$ cat config.mk
export PLATFORM = sky130hd
export DESIGN_NAME = xcvr_dev_ctl
export DESIGN_NICKNAME = d
export VERILOG_FILES = /design/src/rtl/xcvr_ctl_pkg.sv /design/src/rtl/xcvr_dev_ctl.sv
export SDC_FILE = /design/constraint.sdc
export NUM_CORES = 1
export LEC_CHECK = 0
export BUFFER_PORTS_ARGS = -buffer_cell sky130_fd_sc_hd__clkbuf_2
export CORE_MARGIN = 2
export CORE_UTILIZATION = 58
export DETAILED_ROUTE_END_ITERATION = 8
export PLACE_DENSITY = 0.83
export SETUP_SLACK_MARGIN = 0.1
export SLEW_MARGIN = 40
export SYNTH_ARGS = -nofsm -noshare
export SYNTH_HDL_FRONTEND = slang
export SYNTH_SLANG_ARGS = --single-unit
$ cat constraint.sdc
create_clock -name i_ref_clk -period 6.12 [get_ports i_ref_clk]
set_input_delay 0.612 -clock i_ref_clk [delete_from_list [all_inputs] [get_ports i_ref_clk]]
set_output_delay 0.612 -clock i_ref_clk [all_outputs]
set_load 0.02 [all_outputs]
$ cat src/rtl/xcvr_ctl_pkg.sv
package xcvr_ctl_pkg;

   // ------------------------------------------------------------
   // Three-level select codes
   // ------------------------------------------------------------
   localparam logic [1:0] LVL_LOW  = 2'h0;
   localparam logic [1:0] LVL_MID  = 2'h1;
   localparam logic [1:0] LVL_HIGH = 2'h2;

   // ------------------------------------------------------------
   // Register byte offsets
   // ------------------------------------------------------------
   localparam logic [7:0] CTRL_OFS    = 8'h00;
   localparam logic [7:0] STATUS_OFS  = 8'h04;
   localparam logic [7:0] IRQ_ST_OFS  = 8'h08;
   localparam logic [7:0] IRQ_EN_OFS  = 8'h0c;
   localparam logic [7:0] IRQ_CLR_OFS = 8'h10;

   // ------------------------------------------------------------
   // Control register fields and reset value
   // ------------------------------------------------------------
   localparam int CTRL_PAR_LSB   = 0;
   localparam int CTRL_RATE_LSB  = 2;
   localparam int CTRL_HALF_BIT  = 4;
   localparam int CTRL_TXM_LSB   = 5;
   localparam int CTRL_DEC_LSB   = 7;
   localparam int CTRL_TXCK_BIT  = 9;
   localparam int CTRL_RXCK_BIT  = 10;
   localparam int CTRL_W         = 11;
   localparam logic [CTRL_W-1:0] CTRL_RST = 11'h000;

   // ------------------------------------------------------------
   // Interrupt bits
   // ------------------------------------------------------------
   localparam int IRQ_PAR_ERR = 0;
   localparam int IRQ_INSERT  = 1;
   localparam int IRQ_DELETE  = 2;
   localparam int IRQ_BAD_CFG = 3;
   localparam int IRQ_W       = 4;
   localparam logic [IRQ_W-1:0] IRQ_RST = 4'h0;

   // ------------------------------------------------------------
   // Framing character and timing
   // ------------------------------------------------------------
   localparam logic [9:0] K28_5_RAW    = 10'h0fa;
   localparam logic [7:0] K28_5_BYTE   = 8'hbc;
   localparam logic [2:0] K28_5_STATUS = 3'h1;
   localparam logic [3:0] SETTLE_CYCLES = 4'h8;

   // Serial rate ranges in MBaud per select level
   localparam int RATE_LOW_MIN  = 195;
   localparam int RATE_LOW_MAX  = 400;
   localparam int RATE_MID_MAX  = 800;
   localparam int RATE_HIGH_MAX = 1500;

   localparam logic [1:0] RESP_OKAY   = 2'h0;
   localparam logic [1:0] RESP_SLVERR = 2'h2;

endpackage

$ cat src/rtl/xcvr_dev_ctl.sv
`timescale 1ns/10ps
// How it works
// RULE1: Parity low: no check, parity output floats.
// RULE2: Mid, coded: odd parity over bytes only.
// RULE3: Mid, uncoded: add control and status bits.
// RULE4: High: add all control and status bits.
// RULE5: Rate select sets PLL range code.
// RULE6: Host avoids half-rate with low rate.
// RULE7: Device reset clears state, pointers to nominal.
// RULE8: Outputs settle within sixteen cycles after reset.
// RULE9: Device reset clears the three latches.
// RULE10: Host resets after power-up for buffers.
// RULE11: Transmit clock select low: capture on clock.
// RULE12: Receive clock select low: elasticity buffer on.
// RULE13: Buffer inserts or deletes framing characters.
// RULE14: Insert K28.5 right after a framing character.
// RULE15: Delete a detected framing character when full. The code deletes once fill exceeds HI_MARK, before the buffer is full.
// RULE16: Decoder mode low passes raw characters.
// RULE17: Host holds device reset over a clock edge.
module xcvr_dev_ctl
   import xcvr_ctl_pkg::*;
#(
   parameter int DEPTH   = 8,
   parameter int NOMINAL = 4,
   parameter int HI_MARK = 6,
   parameter int LO_MARK = 2,
   parameter int OE_W    = 8,
   parameter int RXL_W   = 4,
   parameter int BIST_W  = 2
) (
   // Clock and resets
   input  wire logic              i_ref_clk,
   input  wire logic              i_sys_rst,
   input  wire logic              i_device_reset_n,
   // AXI4-Lite slave
   input  wire logic [7:0]        i_awaddr,
   input  wire logic              i_awvalid,
   output logic                   o_awready,
   input  wire logic [31:0]       i_wdata,
   input  wire logic [3:0]        i_wstrb,
   input  wire logic              i_wvalid,
   output logic                   o_wready,
   output logic [1:0]             o_bresp,
   output logic                   o_bvalid,
   input  wire logic              i_bready,
   input  wire logic [7:0]        i_araddr,
   input  wire logic              i_arvalid,
   output logic                   o_arready,
   output logic [31:0]            o_rdata,
   output logic [1:0]             o_rresp,
   output logic                   o_rvalid,
   input  wire logic              i_rready,
   output logic                   o_irq,
   // Parallel transmit interface
   input  wire logic              i_tx_valid,
   input  wire logic [7:0]        i_tx_data_in,
   input  wire logic [1:0]        i_tx_control_in,
   input  wire logic              i_tx_parity_in,
   output logic                   o_tx_parity_err,
   // Recovered receive characters
   input  wire logic              i_rec_valid,
   input  wire logic [9:0]        i_rec_raw,
   input  wire logic [7:0]        i_rec_byte,
   input  wire logic [2:0]        i_rec_status,
   input  wire logic              i_rec_frame,
   // Parallel receive interface
   output logic                   o_rx_valid,
   output logic [7:0]             o_rx_data_out,
   output logic [2:0]             o_rx_status_out,
   output logic                   o_rx_parity_out,
   output logic                   o_rx_parity_oe,
   // Link configuration
   output logic [1:0]             o_pll_range,
   // Latches
   input  wire logic              i_self_test_latch_enable,
   input  wire logic [BIST_W-1:0] i_self_test_ctl,
   output logic [BIST_W-1:0]      o_self_test_ctl,
   input  wire logic              i_output_enable_latch_enable,
   input  wire logic [OE_W-1:0]   i_out_enable,
   output logic [OE_W-1:0]        o_out_enable,
   input  wire logic              i_rx_channel_latch_enable,
   input  wire logic [RXL_W-1:0]  i_rx_channel_ctl,
   output logic [RXL_W-1:0]       o_rx_channel_ctl
);

   localparam int PW = $clog2(DEPTH);

   // ------------------------------------------------------------
   // Declarations
   // ------------------------------------------------------------
   logic              dev_rst;
   logic [CTRL_W-1:0] ctrl_ff;
   logic [IRQ_W-1:0]  irq_st_ff;
   logic [IRQ_W-1:0]  irq_en_ff;
   logic [IRQ_W-1:0]  nxt_irq_st;
   logic [IRQ_W-1:0]  irq_ev;
   logic [IRQ_W-1:0]  irq_clr;
   logic              aw_hold_ff;
   logic [7:0]        awaddr_ff;
   logic              w_hold_ff;
   logic [31:0]       wdata_ff;
   logic [3:0]        wstrb_ff;
   logic              bvalid_ff;
   logic [1:0]        bresp_ff;
   logic              rvalid_ff;
   logic [31:0]       rdata_ff;
   logic [1:0]        rresp_ff;
   logic              wr_fire;
   logic [1:0]        par_sel;
   logic [1:0]        rate_sel;
   logic              half_rate;
   logic [1:0]        txm_sel;
   logic [1:0]        dec_sel;
   logic              txck_sel;
   logic              rxck_sel;
   logic              bad_cfg;
   logic              bad_cfg_ff;
   logic [3:0]        settle_ff;
   logic              ready;
   logic              tx_take;
   logic              tx_odd;
   logic              tx_err;
   logic              tx_err_ff;
   logic [21:0]       mem_ff [DEPTH];
   logic [PW:0]       wr_ptr_ff;
   logic [PW:0]       rd_ptr_ff;
   logic [PW:0]       fill;
   logic              eb_on;
   logic              do_del;
   logic              do_wr;
   logic              do_rd;
   logic              insert_ff;
   logic [21:0]       head;
   logic              src_vld;
   logic [21:0]       src;
   logic [7:0]        out_d;
   logic [2:0]        out_s;
   logic              out_p;
   logic              rx_valid_ff;
   logic [7:0]        rx_data_ff;
   logic [2:0]        rx_status_ff;
   logic              rx_par_ff;
   logic              rx_oe_ff;
   logic [BIST_W-1:0] bist_ff;
   logic [OE_W-1:0]   oe_ff;
   logic [RXL_W-1:0]  rxl_ff;

   // Device reset sampled on the reference clock
   assign dev_rst   = i_sys_rst | ~i_device_reset_n;             // [RULE7]

   assign par_sel   = ctrl_ff[CTRL_PAR_LSB +: 2];
   assign rate_sel  = ctrl_ff[CTRL_RATE_LSB +: 2];
   assign half_rate = ctrl_ff[CTRL_HALF_BIT];
   assign txm_sel   = ctrl_ff[CTRL_TXM_LSB +: 2];
   assign dec_sel   = ctrl_ff[CTRL_DEC_LSB +: 2];
   assign txck_sel  = ctrl_ff[CTRL_TXCK_BIT];
   assign rxck_sel  = ctrl_ff[CTRL_RXCK_BIT];

   // ------------------------------------------------------------
   // AXI4-Lite slave
   // ------------------------------------------------------------
   assign o_awready = ~aw_hold_ff & ~bvalid_ff;
   assign o_wready  = ~w_hold_ff & ~bvalid_ff;
   assign o_arready = ~rvalid_ff;
   assign o_bvalid  = bvalid_ff;
   assign o_bresp   = bresp_ff;
   assign o_rvalid  = rvalid_ff;
   assign o_rdata   = rdata_ff;
   assign o_rresp   = rresp_ff;
   assign wr_fire   = aw_hold_ff & w_hold_ff & ~bvalid_ff;

   always_ff @(posedge i_ref_clk) begin
      if (i_sys_rst) begin
         aw_hold_ff <= 1'b0;
         awaddr_ff  <= 8'h00;
      end else if (i_awvalid && o_awready) begin
         aw_hold_ff <= 1'b1;
         awaddr_ff  <= i_awaddr;
      end else if (wr_fire) begin
         aw_hold_ff <= 1'b0;
      end
   end

   always_ff @(posedge i_ref_clk) begin
      if (i_sys_rst) begin
         w_hold_ff <= 1'b0;
         wdata_ff  <= 32'h0000_0000;
         wstrb_ff  <= 4'h0;
      end else if (i_wvalid && o_wready) begin
         w_hold_ff <= 1'b1;
         wdata_ff  <= i_wdata;
         wstrb_ff  <= i_wstrb;
      end else if (wr_fire) begin
         w_hold_ff <= 1'b0;
      end
   end

   always_ff @(posedge i_ref_clk) begin
      if (i_sys_rst) begin
         bvalid_ff <= 1'b0;
         bresp_ff  <= RESP_OKAY;
      end else if (wr_fire) begin
         bvalid_ff <= 1'b1;
         unique case (awaddr_ff)
            CTRL_OFS, IRQ_EN_OFS, IRQ_CLR_OFS: bresp_ff <= RESP_OKAY;
            default:                           bresp_ff <= RESP_SLVERR;
         endcase
      end else if (i_bready) begin
         bvalid_ff <= 1'b0;
      end
   end

   always_ff @(posedge i_ref_clk) begin
      if (i_sys_rst) begin
         ctrl_ff <= CTRL_RST;
      end else if (wr_fire && awaddr_ff == CTRL_OFS) begin
         if (wstrb_ff[0]) ctrl_ff[7:0] <= wdata_ff[7:0];
         if (wstrb_ff[1]) ctrl_ff[CTRL_W-1:8] <= wdata_ff[CTRL_W-1:8];
      end
   end

   always_ff @(posedge i_ref_clk) begin
      if (i_sys_rst) begin
         irq_en_ff <= IRQ_RST;
      end else if (wr_fire && awaddr_ff == IRQ_EN_OFS && wstrb_ff[0]) begin
         irq_en_ff <= wdata_ff[IRQ_W-1:0];
      end
   end

   always_ff @(posedge i_ref_clk) begin
      if (i_sys_rst) begin
         rvalid_ff <= 1'b0;
         rdata_ff  <= 32'h0000_0000;
         rresp_ff  <= RESP_OKAY;
      end else if (i_arvalid && o_arready) begin
         rvalid_ff <= 1'b1;
         rresp_ff  <= RESP_OKAY;
         unique case (i_araddr)
            CTRL_OFS:    rdata_ff <= {21'h0, ctrl_ff};
            STATUS_OFS:  rdata_ff <= {24'h0, fill, bad_cfg, ready,
                                      o_pll_range};
            IRQ_ST_OFS:  rdata_ff <= {28'h0, irq_st_ff};
            IRQ_EN_OFS:  rdata_ff <= {28'h0, irq_en_ff};
            IRQ_CLR_OFS: rdata_ff <= 32'h0000_0000;
            default: begin
               rdata_ff <= 32'h0000_0000;
               rresp_ff <= RESP_SLVERR;
            end
         endcase
      end else if (i_rready) begin
         rvalid_ff <= 1'b0;
      end
   end

   // ------------------------------------------------------------
   // Interrupts
   // ------------------------------------------------------------
   assign irq_clr = (wr_fire && awaddr_ff == IRQ_CLR_OFS && wstrb_ff[0])
                    ? wdata_ff[IRQ_W-1:0] : IRQ_RST;
   assign irq_ev[IRQ_PAR_ERR] = tx_err;
   assign irq_ev[IRQ_INSERT]  = eb_on & do_rd & head[21] &
                                (fill < (PW+1)'(LO_MARK)) & ~insert_ff;
   assign irq_ev[IRQ_DELETE]  = do_del;
   assign irq_ev[IRQ_BAD_CFG] = bad_cfg & ~bad_cfg_ff;
   // Set wins over clear
   assign nxt_irq_st = (irq_st_ff & ~irq_clr) | irq_ev;
   assign o_irq      = |(irq_st_ff & irq_en_ff);

   always_ff @(posedge i_ref_clk) begin
      if (i_sys_rst) irq_st_ff <= IRQ_RST;
      else           irq_st_ff <= nxt_irq_st;
   end

   // ------------------------------------------------------------
   // Rate range and configuration check
   // ------------------------------------------------------------
   assign o_pll_range = rate_sel;                               // [RULE5]
   assign bad_cfg     = (rate_sel == LVL_LOW) & half_rate;      // [RULE6]

   always_ff @(posedge i_ref_clk) begin
      if (i_sys_rst) bad_cfg_ff <= 1'b0;
      else           bad_cfg_ff <= bad_cfg;
   end

   // ------------------------------------------------------------
   // Settling after device reset
   // ------------------------------------------------------------
   assign ready = (settle_ff == SETTLE_CYCLES);

   always_ff @(posedge i_ref_clk) begin
      if (dev_rst)     settle_ff <= 4'h0;                       // [RULE8]
      else if (!ready) settle_ff <= settle_ff + 4'h1;
   end

   // ------------------------------------------------------------
   // Transmit parity check
   // ------------------------------------------------------------
   assign tx_take = i_tx_valid & ~txck_sel;                     // [RULE11]
   always_comb begin
      tx_odd = 1'b1;
      unique case (par_sel)
         LVL_LOW: tx_odd = 1'b1;                                // [RULE1]
         LVL_MID: tx_odd = (txm_sel == LVL_LOW)
                  ? ^{i_tx_data_in, i_tx_control_in, i_tx_parity_in}
                  : ^{i_tx_data_in, i_tx_parity_in};            // [RULE2] [RULE3]
         default: tx_odd =
                  ^{i_tx_data_in, i_tx_control_in, i_tx_parity_in}; // [RULE4]
      endcase
   end
   assign tx_err = tx_take & ~tx_odd & ~dev_rst;
   assign o_tx_parity_err = tx_err_ff;

   always_ff @(posedge i_ref_clk) begin
      if (dev_rst) tx_err_ff <= 1'b0;
      else         tx_err_ff <= tx_err;
   end

   // ------------------------------------------------------------
   // Elasticity buffer
   // ------------------------------------------------------------
   assign eb_on  = ~rxck_sel;                                   // [RULE12]
   assign fill   = wr_ptr_ff - rd_ptr_ff;
   assign head   = mem_ff[rd_ptr_ff[PW-1:0]];
   assign do_del = eb_on & i_rec_valid & i_rec_frame &
                   (fill > (PW+1)'(HI_MARK));                   // [RULE13] [RULE15]
   assign do_wr  = eb_on & i_rec_valid & ~do_del &
                   (fill != (PW+1)'(DEPTH)) & ~dev_rst;
   assign do_rd  = eb_on & ready & (fill != '0) & ~insert_ff;

   always_ff @(posedge i_ref_clk) begin
      if (dev_rst) begin
         for (int i = 0; i < DEPTH; i++) begin
            mem_ff[i] <= {1'b1, K28_5_STATUS, K28_5_RAW, K28_5_BYTE};
         end
      end else if (do_wr) begin
         mem_ff[wr_ptr_ff[PW-1:0]] <= {i_rec_frame, i_rec_status,
                                       i_rec_raw, i_rec_byte};
      end
   end

   always_ff @(posedge i_ref_clk) begin
      if (dev_rst) wr_ptr_ff <= (PW+1)'(NOMINAL);               // [RULE7]
      else if (do_wr) wr_ptr_ff <= wr_ptr_ff + 1'b1;
   end

   always_ff @(posedge i_ref_clk) begin
      if (dev_rst) rd_ptr_ff <= '0;                             // [RULE7]
      else if (do_rd) rd_ptr_ff <= rd_ptr_ff + 1'b1;
   end

   // Extra K28.5 follows the framing character just read
   always_ff @(posedge i_ref_clk) begin
      if (dev_rst) insert_ff <= 1'b0;
      else         insert_ff <= irq_ev[IRQ_INSERT];             // [RULE14]
   end

   // ------------------------------------------------------------
   // Receive output formatting
   // ------------------------------------------------------------
   always_comb begin
      src_vld = eb_on ? (do_rd | insert_ff) : i_rec_valid;
      src     = {i_rec_frame, i_rec_status, i_rec_raw, i_rec_byte};
      if (eb_on && insert_ff) begin
         src = {1'b1, K28_5_STATUS, K28_5_RAW, K28_5_BYTE};     // [RULE14]
      end else if (eb_on) begin
         src = head;
      end
      if (dec_sel == LVL_LOW) begin
         out_d = src[15:8];                                     // [RULE16]
         out_s = {1'b0, src[17:16]};
      end else begin
         out_d = src[7:0];
         out_s = src[20:18];
      end
      unique case (par_sel)
         LVL_LOW: out_p = 1'b0;
         LVL_MID: out_p = (dec_sel == LVL_LOW)
                  ? ~^{out_d, out_s[1:0]} : ~^out_d;             // [RULE2] [RULE3]
         default: out_p = ~^{out_d, out_s};                      // [RULE4]
      endcase
   end

   always_ff @(posedge i_ref_clk) begin
      if (dev_rst) begin
         rx_valid_ff  <= 1'b0;
         rx_data_ff   <= 8'h00;
         rx_status_ff <= 3'h0;
         rx_par_ff    <= 1'b0;
         rx_oe_ff     <= 1'b0;
      end else begin
         rx_valid_ff  <= src_vld & ready;                       // [RULE8]
         rx_data_ff   <= src_vld ? out_d : rx_data_ff;
         rx_status_ff <= src_vld ? out_s : rx_status_ff;
         rx_par_ff    <= src_vld ? out_p : rx_par_ff;
         rx_oe_ff     <= (par_sel != LVL_LOW);                  // [RULE1]
      end
   end
   assign o_rx_valid      = rx_valid_ff;
   assign o_rx_data_out   = rx_data_ff;
   assign o_rx_status_out = rx_status_ff;
   assign o_rx_parity_out = rx_par_ff;
   assign o_rx_parity_oe  = rx_oe_ff;

   // ------------------------------------------------------------
   // Transparent latches, cleared by device reset
   // ------------------------------------------------------------
   always_ff @(posedge i_ref_clk) begin
      if (dev_rst) bist_ff <= '0;                               // [RULE9]
      else if (i_self_test_latch_enable) bist_ff <= i_self_test_ctl;
   end
   always_ff @(posedge i_ref_clk) begin
      if (dev_rst) oe_ff <= '0;                                 // [RULE9]
      else if (i_output_enable_latch_enable) oe_ff <= i_out_enable;
   end
   always_ff @(posedge i_ref_clk) begin
      if (dev_rst) rxl_ff <= '0;                                // [RULE9]
      else if (i_rx_channel_latch_enable) rxl_ff <= i_rx_channel_ctl;
   end
   assign o_self_test_ctl  = (i_self_test_latch_enable && !dev_rst)
                             ? i_self_test_ctl : bist_ff;
   assign o_out_enable     = (i_output_enable_latch_enable && !dev_rst)
                             ? i_out_enable : oe_ff;
   assign o_rx_channel_ctl = (i_rx_channel_latch_enable && !dev_rst)
                             ? i_rx_channel_ctl : rxl_ff;

   // ------------------------------------------------------------
   // Assertions
   // ------------------------------------------------------------
   parity_off_a: assert property (@(posedge i_ref_clk) disable iff (i_sys_rst)
      (par_sel == LVL_LOW) |=> !o_rx_parity_oe && !o_tx_parity_err)
      else $error("parity active while disabled"); // [RULE1]
   rx_odd_a: assert property (@(posedge i_ref_clk) disable iff (dev_rst)
      (par_sel == LVL_HIGH && $past(par_sel) == LVL_HIGH && o_rx_valid) |->
      ^{o_rx_data_out, o_rx_status_out, o_rx_parity_out})
      else $error("receive parity not odd"); // [RULE4]
   tx_check_a: assert property (@(posedge i_ref_clk) disable iff (dev_rst)
      (tx_take && par_sel == LVL_MID && txm_sel != LVL_LOW &&
       !(^{i_tx_data_in, i_tx_parity_in})) |=> o_tx_parity_err)
      else $error("missed transmit parity error"); // [RULE2]
   tx_ctl_a: assert property (@(posedge i_ref_clk) disable iff (dev_rst)
      (tx_take && par_sel == LVL_MID && txm_sel == LVL_LOW &&
       ^{i_tx_data_in, i_tx_control_in, i_tx_parity_in}) |=>
      !o_tx_parity_err)
      else $error("false transmit parity error"); // [RULE3]
   range_map_a: assert property (@(posedge i_ref_clk) disable iff (i_sys_rst)
      o_pll_range == ctrl_ff[CTRL_RATE_LSB +: 2])
      else $error("pll range mismatch"); // [RULE5]
   ptr_reset_a: assert property (@(posedge i_ref_clk) disable iff (i_sys_rst)
      $past(dev_rst) |-> fill == (PW+1)'(NOMINAL))
      else $error("pointers not at nominal offset"); // [RULE7]
   settle_time_a: assert property (@(posedge i_ref_clk) disable iff (dev_rst)
      $fell(dev_rst) |-> ##[0:15] ready)
      else $error("outputs not settled in time"); // [RULE8]
   latch_clr_a: assert property (@(posedge i_ref_clk)
      dev_rst |=> oe_ff == '0 && bist_ff == '0 && rxl_ff == '0)
      else $error("latch survived reset"); // [RULE9]
   ins_k285_a: assert property (@(posedge i_ref_clk) disable iff (dev_rst)
      (insert_ff && eb_on && dec_sel != LVL_LOW) |=>
      o_rx_data_out == K28_5_BYTE && $stable(rd_ptr_ff))
      else $error("inserted character is not K28.5"); // [RULE14]
   del_frame_a: assert property (@(posedge i_ref_clk) disable iff (dev_rst)
      do_del |=> wr_ptr_ff == $past(wr_ptr_ff))
      else $error("deleted character was stored"); // [RULE15]

endmodule

==> key figures <==
Synth
  – Flops & latches, synth: 279
  – Post-synth top area share: 0.407
  – Fraction of registers with async set/reset: 0
  – Top cells by area, synth: edfxtp_1 41%, dfxtp_1 16%, mux4_2 5.9%, and2_1 3.6%, nand2_1 3.4%
  – Commonest cells in the netlist: 176 x edfxtp_1, 118 x nand2_1, 103 x dfxtp_1
  – Syn avg cell area: 11.9 um2
  – Area of the mapped netlist: 13000 um2
  – Top_reg_cell synth: edfxtp_1
  – Gate Count Post-Synth: 1090
  – Leading area contributor after synthesis: edfxtp_1
  – Netlist cell types: 66
  – Most frequent cell after synthesis: edfxtp_1
  – Synthesis warning total: 0
  – Post-synth EDFFs: 176
  – Post-synthesis sequential area ratio: 0.566

Timing
  – Final min period: 4390 ps
  – RSZ-0062 raised after global routing: no
  – Skew final: 7.87 ps
  – Rel. slew slack: 0.397
  – Count of pins over their slew limit: 0
  – Fmax: 228 MHz
  – # setup viols final: 0
  – Worst slew pin tran: 901 ps
  – Fin. Hold Viols: 0
  – TNS Setup: 0 ps
  – Fin crit share: 0.717
  – Final hold slack: 260 ps

Global route
  – GR Overflow Total: 0
  – First-pass GRT wire length: 48400 um
  – Initial antenna violation count: 1
  – Largest net degree at the start of global routing: 61
  – Vias in the first global route: 8891
  – Global Route Usage Sum: 0.261

Power
  – Gate power share: 0.063
  – Clock Power Share: 0.411
  – Pint: 3030 uW
  – Pwr dens: 265 nW/um2
  – Seq pwr share: 0.526
  – Max VDD drop: 210 uV
  – Static leakage: 0.00520 uW
  – Net Sw Frac: 0.225
  – Sw Pwr: 877 uW

Drt
  – Routed wire per std cell: 20.5 um
  – Vias: 9070
  – Routed vias/inst: 5.99
  – Final WL: 31000 um
  – 1st-pass router iterations: 5
  – 1st-iter DRT viols: 849
  – Routed Antenna Nets: 0
  – # DRC: 0

Setup path
  – Slowest CP cell: nand2b_1
  – Most used cell, CP: buf_4
  – CP Buf/Inv Count: 3
  – CP top delay family: simple AND/OR/NAND/NOR gates
  – Setup crit start kind: register
  – WP data arrival: 4620 ps
  – Critical path capture point type: register
  – CP max FO: 40
  – Critical path type: register to register
  – Critical-path cell list: ha_1 -> a21o_1 -> a21o_1 -> xnor2_1 -> a31oi_1 -> o21ai_0 -> or3_1 -> buf_4 -> nor3_2 -> buf_4 -> nand2b_1 -> buf_4
  – Worst Path Required: 6350 ps
  – Critical path's largest stage delay: 580 ps

Place
  – Port buffer count: 138
  – DP HPWL: 20000 um
  – Placed inst area: 13900 um2
  – GP Congestion: 0.804

Clock network
  – CTS tree: yes
  – Post-CTS Setup Repair Bufs: 0
  – CTS Buf Count: 28
  – Clk slew on worst S/H paths: 60 ps
  – Htree depth: 1
  – Clock latency on the worst-skew pair: 540 ps
  – Hold_buf cts: 0
  – Clk sinks: 279
  – Clk root buf: clkbuf_16
  – Max clock buf depth: 3
  – # resized after CTS: 0

Floorplan
  – I/O pins: 185
  – Cell Rows: 54
  – Die height: 154 um
  – Die X: 154 um
  – Starting density of the core: 0.592
  – CORE AREA: 21900 um2
  – Die Area: 23600 um2

Finish
  – Nets: 1331
  – Fin area: 14800 um2
  – Layout cells sized above 1: 0.234
  – Final Util: 0.674
  – ANT cells: 0
  – Area growth syn-to-layout: 13.8%

Flow run
  – Total of max-cap violations: 0

Outcome
  – Status: finished clean

Hold path
  – Hold Crit Class: primary input to register
## layer usage
| metal | up-vias | routed length (um) | GRT usage |
|---|---|---|---|
| met5 | - | 11 | 0 |
| li1 | 4142 | - | - |
| met2 | 459 | 15200 | 0.428 |
| met1 | 4401 | 12200 | 0.353 |
| met3 | 66 | 2670 | 0.0437 |
| met4 | 2 | 963 | 0.0974 |
## cell usage in the layout (no fill, tap or decap), types with 4 or more instances in the layout
| master | count |
|---|---|
| or3_1 | 68 |
| a21oi_1 | 53 |
| nand2_1 | 117 |
| conb_1 | 23 |
| o21ai_0 | 9 |
| nor2_2 | 5 |
| o22ai_1 | 4 |
| nor3_1 | 6 |
| mux2_2 | 34 |
| buf_4 | 20 |
| dfxtp_1 | 101 |
| mux2i_1 | 43 |
| nand3_1 | 10 |
| buf_8 | 4 |
| clkbuf_16 | 29 |
| mux4_1 | 8 |
| xor2_1 | 6 |
| nor2b_1 | 10 |
| clkbuf_1 | 8 |
| a22oi_1 | 11 |
| clkinv_1 | 12 |
| nand2b_1 | 29 |
| a31oi_1 | 7 |
| and2_1 | 75 |
| inv_1 | 15 |
| clkbuf_2 | 138 |
| mux4_2 | 34 |
| a221oi_1 | 5 |
| nor2_1 | 82 |
| ha_1 | 7 |
| xnor2_1 | 18 |
| edfxtp_1 | 176 |
## state kept, by name, summed over array words and instances (netlist names), 3 cells and up, named ones only
signal and cells:
oe_ff 8, rd_ptr_ff 4, awaddr_ff 8, o_rx_status_out 3, settle_ff 4, wdata_ff 11, ctrl_ff 11, o_rx_data_out 8
irq_st_ff 4, rxl_ff 4, o_rdata 11, mem_ff 176, wr_ptr_ff 4, irq_en_ff 4
## per-stage QoR
step / total power, uW / worst slack [ps] / cells
global route: 4010 / 1450 / 1513
detailed placement: 2340 / 1800 / 1461
finish: 3900 / 1730 / 1513
global placement: 2330 / 1890 / 1457
floorplan: 2250 / 1850 / 1112
CTS: 3910 / 1760 / 1513
## final cells by class
type                       count  area, um2
clock buffer                  37        756
clock inverter                15       90.1
sequential                   279       7350
inverter                      18       67.6
timing repair buffer         162        901
multi-input combinational    722       5240
tap                          280        350
fill                        1583       7140
## power groups by stage
stage	Combinational [uW]	Sequential (uW)	Clock [uW]
floorplan	157	2090	0
global placement	235	2090	0
detailed placement	246	2090	0
CTS	248	2050	1610
global route	270	2060	1690
finish	247	2050	1600
## path summary, 6_finish.rpt
check / startpoint / endpoint / slack, ps / cells past startpoint
worst min-delay path: i_rready / o_rvalid / 260 / 2
worst max register to register: wr_ptr_ff[1] / mem_ff[0][10] / 1730 / 12
worst max-delay path: wr_ptr_ff[1] / mem_ff[0][10] / 1730 / 12
worst min register to register: awaddr_ff[7] / awaddr_ff[7] / 450 / 2
## cell families (layout without fill, tap and decap cells)
kind of cell	count (synthesis)	in the layout	share of synthesized area
xor gates and xnor gates	27	27	0.0214
buffers and inverters	111	232	0.0422
muxes	119	119	0.138
and+or+nand+nor	423	423	0.164
other	1	23	0.000289
adders and majority gates	8	8	0.00830
AOI/OAI and AO/OA	122	122	0.0595
DFF	279	279	0.566
(Power assumes the default switching activity.)
